### config.mk
export PLATFORM = sky130hd
export DESIGN_NAME = oopaf_port
export DESIGN_NICKNAME = d
export VERILOG_FILES = /design/src/verilog/oopaf_pkg.sv /design/src/verilog/oopaf_port.sv
export SDC_FILE = /design/constraint.sdc
export NUM_CORES = 1
export LEC_CHECK = 0
export BUFFER_PORTS_ARGS = -buffer_cell sky130_fd_sc_hd__buf_2
export CORE_MARGIN = 10
export CORE_UTILIZATION = 48
export CTS_BUF_LIST = sky130_fd_sc_hd__clkbuf_4 sky130_fd_sc_hd__clkbuf_8
export DETAILED_ROUTE_END_ITERATION = 10
export PLACE_DENSITY = 0.83
export SYNTH_ARGS = -nofsm -noshare
export SYNTH_HDL_FRONTEND = slang
export SYNTH_SLANG_ARGS = --single-unit
### constraint.sdc
create_clock -name pclk -period 1.5 [get_ports pclk]
set_input_delay 0.3 -clock pclk [delete_from_list [all_inputs] [get_ports pclk]]
set_output_delay 0.3 -clock pclk [all_outputs]
set_load 0.05 [all_outputs]
### src/verilog/oopaf_pkg.sv
// Package for the four-pin output-only port with alternate functions.
// Assumes an APB master with 32-bit data; registers sit at word index * 4.
`default_nettype none
package oopaf_pkg;
   localparam int OOPAF_PINS = 4;
   localparam int OOPAF_ADDR_W = 20;
   // Register indices; byte address is four times the index
   localparam logic [15:0] OOPAF_IDX_DATA = 16'hf228;
   localparam logic [15:0] OOPAF_IDX_DRV_LO = 16'hf22a;
   localparam logic [15:0] OOPAF_IDX_DRV_HI = 16'hf22b;
   localparam logic [15:0] OOPAF_IDX_FSEL_LO = 16'hf22c;
   localparam logic [15:0] OOPAF_IDX_FSEL_HI = 16'hf22d;
   // Field layout: writable bits 3..0 of each byte
   localparam int OOPAF_FIELD_LSB = 0;
   localparam int OOPAF_FIELD_W = 4;
   localparam int OOPAF_HI_BYTE_LSB = 8;
   // Reset values
   localparam logic [3:0] OOPAF_DATA_RST = 4'h0;
   localparam logic [3:0] OOPAF_DRV_RST = 4'h0;
   localparam logic [3:0] OOPAF_FSEL_RST = 4'h0;
   // Drive-state codes {high bit, low bit}
   localparam logic [1:0] OOPAF_DRV_HIZ = 2'h0;
   localparam logic [1:0] OOPAF_DRV_PCH = 2'h1;
   localparam logic [1:0] OOPAF_DRV_NCH = 2'h2;
   localparam logic [1:0] OOPAF_DRV_CMOS = 2'h3;
   // Function codes {high bit, low bit}
   localparam logic [1:0] OOPAF_FN_GPIO = 2'h0;
   localparam logic [1:0] OOPAF_FN_ONE = 2'h1;
   localparam logic [1:0] OOPAF_FN_TWO = 2'h2;
   localparam logic [1:0] OOPAF_FN_THREE = 2'h3;
endpackage
`default_nettype wire

### src/verilog/oopaf_port.sv
// Four-pin output-only port with selectable drive state and pin function.
// Assumes an APB master on pclk and alternate sources from logic on pclk.
//
// Functional notes
// - Two-bit drive code: hiz, P-drain, N-drain, CMOS
// - Pin3 function: data, reserved, timer two, PWM four
// - Pin2 function: data, reserved, timer one, PWM three
// - Pin1 function: data, fast clock, PWM two, reserved
// - Pin0 function: data, slow clock, PWM one, reserved
// - Function select registers reset to zero
// - Output only, no direction or input path
// - Reset puts every pin in high impedance
// - General function drives the data bit level
// - Function select by byte or word; upper bits zero
// - Low register gives code bit0, high gives bit1
// - Data register four bits, readable, resets zero
`timescale 1ns/1ps
`default_nettype none
module oopaf_port
   import oopaf_pkg::*;
(
   input wire logic pclk,
   input wire logic presetn,
   input wire logic psel,
   input wire logic penable,
   input wire logic pwrite,
   input wire logic [OOPAF_ADDR_W-1:0] paddr,
   input wire logic [31:0] pwdata,
   input wire logic [3:0] pstrb,
   output logic [31:0] prdata,
   output logic pready,
   output logic pslverr,
   input wire logic slow_clock_out,
   input wire logic fast_clock_out,
   input wire logic timer_first_out,
   input wire logic timer_second_out,
   input wire logic pwm_ch_first,
   input wire logic pwm_ch_second,
   input wire logic pwm_ch_third,
   input wire logic pwm_ch_fourth,
   output logic [OOPAF_PINS-1:0] pin_out,
   output logic [OOPAF_PINS-1:0] pin_oe
);
   logic [3:0] port_out_data_reg_ff, nxt_port_out_data_reg;
   logic [3:0] drive_state_select_low_ff, nxt_drive_state_select_low;
   logic [3:0] drive_state_select_high_ff, nxt_drive_state_select_high;
   logic [3:0] pin_function_select_low_ff, nxt_pin_function_select_low;
   logic [3:0] pin_function_select_high_ff, nxt_pin_function_select_high;
   logic [31:0] prdata_ff, nxt_prdata;
   logic pready_ff, nxt_pready;
   logic pslverr_ff, nxt_pslverr;
   logic [OOPAF_PINS-1:0] pin_out_ff, nxt_pin_out;
   logic [OOPAF_PINS-1:0] pin_oe_ff, nxt_pin_oe;
   logic [OOPAF_PINS-1:0] src_level;
   logic [15:0] word_idx;
   logic setup_ph;
   logic wr_acc;
   logic hit_data, hit_drv_lo, hit_drv_hi, hit_fsel_lo, hit_fsel_hi;

   assign word_idx = paddr[17:2];
   assign setup_ph = psel & ~penable;
   // Write commits only at the access edge where pready is high
   assign wr_acc = psel & penable & pwrite & pready_ff;

   always_comb begin
      hit_data = 1'b0;
      hit_drv_lo = 1'b0;
      hit_drv_hi = 1'b0;
      hit_fsel_lo = 1'b0;
      hit_fsel_hi = 1'b0;
      if (paddr[1:0] != 2'h0 || paddr[OOPAF_ADDR_W-1:18] != 2'h0) begin
         hit_data = 1'b0;
      end else if (word_idx == OOPAF_IDX_DATA) begin
         hit_data = 1'b1;
      end else if (word_idx == OOPAF_IDX_DRV_LO) begin
         hit_drv_lo = 1'b1;
      end else if (word_idx == OOPAF_IDX_DRV_HI) begin
         hit_drv_hi = 1'b1;
      end else if (word_idx == OOPAF_IDX_FSEL_LO) begin
         hit_fsel_lo = 1'b1;
      end else if (word_idx == OOPAF_IDX_FSEL_HI) begin
         hit_fsel_hi = 1'b1;
      end
   end

   // Register writes; the lower address of each pair also takes a 16-bit word
   always_comb begin
      nxt_port_out_data_reg = port_out_data_reg_ff;
      nxt_drive_state_select_low = drive_state_select_low_ff;
      nxt_drive_state_select_high = drive_state_select_high_ff;
      nxt_pin_function_select_low = pin_function_select_low_ff;
      nxt_pin_function_select_high = pin_function_select_high_ff;
      if (wr_acc) begin
         if (hit_data && pstrb[0]) begin
            nxt_port_out_data_reg = pwdata[3:0];
         end
         if (hit_drv_lo && pstrb[0]) begin
            nxt_drive_state_select_low = pwdata[3:0];
         end
         if ((hit_drv_lo && pstrb[1])) begin
            nxt_drive_state_select_high = pwdata[11:8];
         end else if (hit_drv_hi && pstrb[0]) begin
            nxt_drive_state_select_high = pwdata[3:0];
         end
         if (hit_fsel_lo && pstrb[0]) begin
            nxt_pin_function_select_low = pwdata[3:0];
         end
         if (hit_fsel_lo && pstrb[1]) begin
            nxt_pin_function_select_high = pwdata[11:8];
         end else if (hit_fsel_hi && pstrb[0]) begin
            nxt_pin_function_select_high = pwdata[3:0];
         end
      end
   end

   // Answer is prepared in the setup cycle, so every access has no wait state
   always_comb begin
      nxt_pready = 1'b0;
      nxt_pslverr = 1'b0;
      nxt_prdata = 32'h0000_0000;
      if (setup_ph) begin
         nxt_pready = 1'b1;
         if (hit_data) begin
            nxt_prdata = {28'h000_0000, port_out_data_reg_ff};
         end else if (hit_drv_lo) begin
            nxt_prdata = {20'h0_0000, drive_state_select_high_ff, 4'h0,
                          drive_state_select_low_ff};
         end else if (hit_drv_hi) begin
            nxt_prdata = {28'h000_0000, drive_state_select_high_ff};
         end else if (hit_fsel_lo) begin
            nxt_prdata = {20'h0_0000, pin_function_select_high_ff, 4'h0,
                          pin_function_select_low_ff};
         end else if (hit_fsel_hi) begin
            nxt_prdata = {28'h000_0000, pin_function_select_high_ff};
         end else begin
            nxt_pslverr = 1'b1;
         end
      end
   end

   // Alternate source per pin; reserved codes fall back to the data bit
   always_comb begin
      src_level = port_out_data_reg_ff;
      case ({pin_function_select_high_ff[0], pin_function_select_low_ff[0]})
         OOPAF_FN_ONE: src_level[0] = slow_clock_out;
         OOPAF_FN_TWO: src_level[0] = pwm_ch_first;
         default: src_level[0] = port_out_data_reg_ff[0];
      endcase
      case ({pin_function_select_high_ff[1], pin_function_select_low_ff[1]})
         OOPAF_FN_ONE: src_level[1] = fast_clock_out;
         OOPAF_FN_TWO: src_level[1] = pwm_ch_second;
         default: src_level[1] = port_out_data_reg_ff[1];
      endcase
      case ({pin_function_select_high_ff[2], pin_function_select_low_ff[2]})
         OOPAF_FN_TWO: src_level[2] = timer_first_out;
         OOPAF_FN_THREE: src_level[2] = pwm_ch_third;
         default: src_level[2] = port_out_data_reg_ff[2];
      endcase
      case ({pin_function_select_high_ff[3], pin_function_select_low_ff[3]})
         OOPAF_FN_TWO: src_level[3] = timer_second_out;
         OOPAF_FN_THREE: src_level[3] = pwm_ch_fourth;
         default: src_level[3] = port_out_data_reg_ff[3];
      endcase
   end

   // Open-drain modes drive only one level and release the pin otherwise
   always_comb begin
      nxt_pin_out = '0;
      nxt_pin_oe = '0;
      for (int i = 0; i < OOPAF_PINS; i++) begin
         case ({drive_state_select_high_ff[i], drive_state_select_low_ff[i]})
            OOPAF_DRV_PCH: begin
               nxt_pin_out[i] = 1'b1;
               nxt_pin_oe[i] = src_level[i];
            end
            OOPAF_DRV_NCH: begin
               nxt_pin_out[i] = 1'b0;
               nxt_pin_oe[i] = ~src_level[i];
            end
            OOPAF_DRV_CMOS: begin
               nxt_pin_out[i] = src_level[i];
               nxt_pin_oe[i] = 1'b1;
            end
            default: begin
               nxt_pin_out[i] = 1'b0;
               nxt_pin_oe[i] = 1'b0;
            end
         endcase
      end
   end

   always_ff @(posedge pclk or negedge presetn) begin
      if (!presetn) begin
         port_out_data_reg_ff <= OOPAF_DATA_RST;
         drive_state_select_low_ff <= OOPAF_DRV_RST;
         drive_state_select_high_ff <= OOPAF_DRV_RST;
         pin_function_select_low_ff <= OOPAF_FSEL_RST;
         pin_function_select_high_ff <= OOPAF_FSEL_RST;
         prdata_ff <= 32'h0000_0000;
         pready_ff <= 1'b0;
         pslverr_ff <= 1'b0;
         pin_out_ff <= '0;
         pin_oe_ff <= '0;
      end else begin
         port_out_data_reg_ff <= nxt_port_out_data_reg;
         drive_state_select_low_ff <= nxt_drive_state_select_low;
         drive_state_select_high_ff <= nxt_drive_state_select_high;
         pin_function_select_low_ff <= nxt_pin_function_select_low;
         pin_function_select_high_ff <= nxt_pin_function_select_high;
         prdata_ff <= nxt_prdata;
         pready_ff <= nxt_pready;
         pslverr_ff <= nxt_pslverr;
         pin_out_ff <= nxt_pin_out;
         pin_oe_ff <= nxt_pin_oe;
      end
   end

   // No input path exists: pins are driven only, never sampled
   assign pin_out = pin_out_ff;
   assign pin_oe = pin_oe_ff;
   assign prdata = prdata_ff;
   assign pready = pready_ff;
   assign pslverr = pslverr_ff;

   logic [3:0] fcode_any;
   assign fcode_any = pin_function_select_low_ff | pin_function_select_high_ff;

   property p_reset_state;
      @(posedge pclk) disable iff (!presetn)
      !$past(presetn) |-> (pin_oe_ff == '0 && fcode_any == 4'h0 &&
                           port_out_data_reg_ff == 4'h0);
   endproperty
   a_reset_state: assert property (p_reset_state)
      else $error("port not idle after reset");

   property p_hiz_release;
      @(posedge pclk) disable iff (!presetn)
      (drive_state_select_low_ff[0] == 1'b0 && drive_state_select_high_ff[0] == 1'b0)
         |=> !pin_oe_ff[0];
   endproperty
   a_hiz_release: assert property (p_hiz_release)
      else $error("pin0 driven in high impedance state");

   property p_nch_low;
      @(posedge pclk) disable iff (!presetn)
      (drive_state_select_high_ff[1] && !drive_state_select_low_ff[1] &&
       fcode_any[1] == 1'b0 && !port_out_data_reg_ff[1])
         |=> (pin_oe_ff[1] && !pin_out_ff[1]);
   endproperty
   a_nch_low: assert property (p_nch_low)
      else $error("N-drain pin1 not pulling low");

   property p_pch_high;
      @(posedge pclk) disable iff (!presetn)
      (!drive_state_select_high_ff[2] && drive_state_select_low_ff[2] &&
       fcode_any[2] == 1'b0)
         |=> (pin_oe_ff[2] == $past(port_out_data_reg_ff[2]) && pin_out_ff[2]);
   endproperty
   a_pch_high: assert property (p_pch_high)
      else $error("P-drain pin2 wrong");

   property p_cmos_slow;
      @(posedge pclk) disable iff (!presetn)
      (drive_state_select_high_ff[0] && drive_state_select_low_ff[0] &&
       !pin_function_select_high_ff[0] && pin_function_select_low_ff[0])
         |=> (pin_oe_ff[0] && pin_out_ff[0] == $past(slow_clock_out));
   endproperty
   a_cmos_slow: assert property (p_cmos_slow)
      else $error("pin0 not following slow clock");

   property p_cmos_pwm_fourth;
      @(posedge pclk) disable iff (!presetn)
      (drive_state_select_high_ff[3] && drive_state_select_low_ff[3] &&
       pin_function_select_high_ff[3] && pin_function_select_low_ff[3])
         |=> (pin_oe_ff[3] && pin_out_ff[3] == $past(pwm_ch_fourth));
   endproperty
   a_cmos_pwm_fourth: assert property (p_cmos_pwm_fourth)
      else $error("pin3 not following fourth PWM");

   property p_read_upper_zero;
      @(posedge pclk) disable iff (!presetn)
      pready_ff |-> (prdata_ff[31:12] == 20'h0_0000 && prdata_ff[7:4] == 4'h0);
   endproperty
   a_read_upper_zero: assert property (p_read_upper_zero)
      else $error("reserved read bits not zero");

   property p_fsel_word;
      @(posedge pclk) disable iff (!presetn)
      (wr_acc && hit_fsel_lo && pstrb[1:0] == 2'h3)
         |=> (pin_function_select_high_ff == $past(pwdata[11:8]) &&
              pin_function_select_low_ff == $past(pwdata[3:0]));
   endproperty
   a_fsel_word: assert property (p_fsel_word)
      else $error("function select word write lost");

   property p_data_rw;
      @(posedge pclk) disable iff (!presetn)
      (wr_acc && hit_data && pstrb[0]) ##1 (psel && !penable && hit_data)
         |=> (pready_ff && prdata_ff[3:0] == $past(port_out_data_reg_ff));
   endproperty
   a_data_rw: assert property (p_data_rw)
      else $error("data register readback wrong");

   property p_one_cycle_ready;
      @(posedge pclk) disable iff (!presetn)
      (psel && !penable) |=> (pready_ff ##1 !pready_ff || (psel && !penable));
   endproperty
   a_one_cycle_ready: assert property (p_one_cycle_ready)
      else $error("ready not a single cycle");
endmodule
`default_nettype wire

==> metrics.cfg <==
[run_status]
outcome=finished with violations
failed_checks=negative setup slack

[detailed_routing]
met3WireLength_um=633
routed_wire_length_per_instance_um=17.1
drt_pre_antenna_iters=4
initialDrtViolationCount=110
drtAntennaViolNets=0
detailroute.wirelength.met2_um=2960
totalWireLength_um=6030
topRoutingLayerUsed=met4
wl_met1_um=2350
vias_per_cell=5.24
final_routed_drc_violation_total=0
num_vias=1843

[job]
maxCapViolCount=0

[sta]
finalHoldWorstSlack_ns=0.0418
final.setup_skew_ns=0.00942
finalHoldViolCount=0
slew_violations=0
fmax_mhz=570
grt_setup_unrepaired=true
finalSetupTns_ns=-5.65
final_critical_path_setup_slack_ns=-0.253
post-route-period-util_pct=117
setup_violations=28
period_needed_ns=1.75

[place]
place_inst=343
dpl.hpwl_um=4590
pre_cts_slack_ns=-0.609
placed_area_um2=2760
buffer_ports.inserted=60
finalWeightedCongestion=0.859

[logic_synthesis]
postSynth.topFlopCell=dfrtp_1
post_synth_inst_count=205
distinct_cell_type_count_of_the_synthesized_netlist=39
yosysSeqAreaShare_pct=42.4
synthArstFlopShare_pct=100
synth_top_cell_area_share_pct=42.4
syn_area_um2=2240
netlist_top_cells_area=dfrtp_1 42%, mux2_2 11%, buf_4 8.4%, nor4_4 2.8%, mux2_4 2.7%
yosys_warnings=0
count_of_flip_flops_with_a_built_in_enable_after_synthesis=0
mean_cell_area_of_the_mapped_netlist_um2=10.9
synth_seq_cells=38
synth_area_leader_cell=dfrtp_1
yosysMostFrequentCell=dfrtp_1
yosys-top-cells-count=38 x dfrtp_1, 25 x buf_4, 21 x mux2_2, 13 x nor2_1, 10 x a21oi_1

[critical_path]
critical_path_class=in -> reg
cell_class_contributing_the_biggest_share_of_worst_path_delay=simple AND/OR/NAND/NOR gates
cpMostUsedCell=or4_4
crit_path_start=paddr[1]
worstSetupEndpointType=flip-flop
critical_path_buf_inv_count=2
critical-path-slowest-cell=or4_4
worst_ep_required_time_ns=1.68
critical_path.startpoint_type=primary input
critical_path.reg2reg.startpoint=pready
worst-endpoint-arrival_ns=1.93
critical_path.max_stage_delay_ns=0.62
critical_path_peak_fanout=5
timing.critical_path.cells=buf_6 > or4_4 > or4_4 > buf_12 > nor3_4 > nor3_2

[clock_network]
clock_sink_count=38
clockRootBuffer=clkbuf_8
post_cts_hold_buffer_count=0
cts_tree=yes
tritoncts.num_buffers=5
clock_latency_reported_for_the_late_side_of_the_worst_skew_pair_ns=0.29
clockBufferDepth=2
clk_pin_slew_worst_setup_hold_paths_ns=0.08
cts_max_level=2

[pwr]
switchingPower_uw=587
cell_area_power_density_nw_per_um2=690
power.sequential.fraction_pct=49.8
static-leakage-power_nw=1.50
logic_gate_share_of_total_power_pct=16.6
power.share.switching_pct=28.4
ir_worst_vdd_uv=469
intPower_mw=1.48
clock_power_share_pct=33.6

[hold_path]
hold_path_class=in -> async

[final_layout]
fin_cells=352
area.growth.synth_to_final_pct=33.4
layout.cell_area.non_filler_um2=2990
finish.net_count=374
final_layout_size_suffix_gt1_share_pct=53.3
insertedDiodeCount=0

[global_route]
grt_ovf=0
gr-usage-all-layers_pct=15.1
grt_start_max_net_pins=39
grt_pass1_vias=1902
first_pass_grt_wire_length_um=9160
antenna_found_initial=0

[die]
floorplan.die.width_um=88.4
die_h_um=88.4
io_pins=111
start_util_pct=50.5
floorplan.core_area_um2=4440
floorplan.die_area_um2=7810
row_count=24

area by class of cell:
type                    instances  area (um2)
clock buffers                   6        82.6
fillers                       367        1450
inverters                       7        26.3
multi-input cells             152        1260
flip-flops and latches         38         951
well taps                      52        65.1
repair buffers                 97         611
registers in the layout, summed over array words and instances (netlist names):
signal and flops:
drive_state_select_high_ff 4, drive_state_select_low_ff 4, pin_function_select_high_ff 4, pin_function_select_low_ff 4, pin_oe 4, pin_out 4
port_out_data_reg_ff 4, prdata 8, pready 1, pslverr 1
layer usage:
metal	track usage, %	vias up
met1	17.6	873
met5	0	-
met4	5.14	0
met3	5.51	10
met2	25.1	80
li1	-	880
power groups by stage:
stage | logic (mW) | registers [mW] | clock network (mW)
after floorplan | 0.250 | 1.06 | 0
after global placement | 0.325 | 1.05 | 0
after detailed placement | 0.329 | 1.05 | 0
after CTS | 0.336 | 1.03 | 0.706
after global routing | 0.366 | 1.03 | 0.737
final | 0.343 | 1.03 | 0.694
layout by cell type, fill, tap and decap left out, types with 2 or more instances in the layout:
| cell type | instances |
|---|---|
| a21boi_0 | 4 |
| a21oi_1 | 8 |
| a21oi_2 | 2 |
| a22oi_1 | 6 |
| buf_2 | 58 |
| buf_4 | 34 |
| buf_6 | 4 |
| clkbuf_8 | 6 |
| conb_1 | 24 |
| dfrtp_1 | 38 |
| ha_1 | 2 |
| ha_2 | 2 |
| inv_1 | 7 |
| mux2_2 | 20 |
| mux2_4 | 9 |
| mux2i_1 | 3 |
| nand2_1 | 6 |
| nand2b_1 | 4 |
| nand3_1 | 8 |
| nand3_4 | 2 |
| nand4_1 | 3 |
| nor2_1 | 11 |
| nor2_2 | 2 |
| nor3_1 | 2 |
| nor3_2 | 2 |
| nor3_4 | 2 |
| nor3b_1 | 3 |
| nor4_1 | 2 |
| nor4_2 | 2 |
| nor4_4 | 3 |
| o21ai_0 | 3 |
| or3b_2 | 2 |
| or4_4 | 2 |
| or4b_4 | 2 |
metrics by stage:
| step | total power, mW | utilization [%] |
|---|---|---|
| after global placement | 1.37 | 62.2 |
| final | 2.06 | 67.4 |
| after detailed placement | 1.38 | 62.2 |
| after floorplan | 1.31 | - |
| after global routing | 2.13 | 67.4 |
| after CTS | 2.07 | 65.9 |
kinds of logic (layout without fill, tap and decap cells):
kind of cell    count (synthesis)  count (layout)  share of synthesized area, %
flops                          38              38                          42.4
simple gates                   64              64                          19.7
mux                            33              33                          17.1
compound gates                 27              27                          7.58
fa+ha+maj                       4               4                          2.23
buf+inv                        38             110                          10.9
other cells                     1              24                         0.167
worst paths after layout:
| kind | end | slack (ns) | cells after the start |
|---|---|---|---|
| worst max register to register | pin_function_select_high_ff[3] | -0.05 | 6 |
| worst min-delay path | prdata[11] | 0.04 | 2 |
| min in group pclk | drive_state_select_low_ff[2] | 0.28 | 2 |
| worst max-delay path | prdata[1] | -0.25 | 6 |
| worst min register to register | pin_out[0] | 0.55 | 1 |
| max in group asynchronous | pin_oe[3] | 1.10 | 2 |
timing repair:
item | CTS | global route
buffers inserted | 2 | 1
resized for setup | 10 | 14
gates cloned | 0 | 0
pin swaps | 3 | 7
endpoints found under the setup margin | 28 | 30
Note: power is estimated with default switching activity, not from simulation.
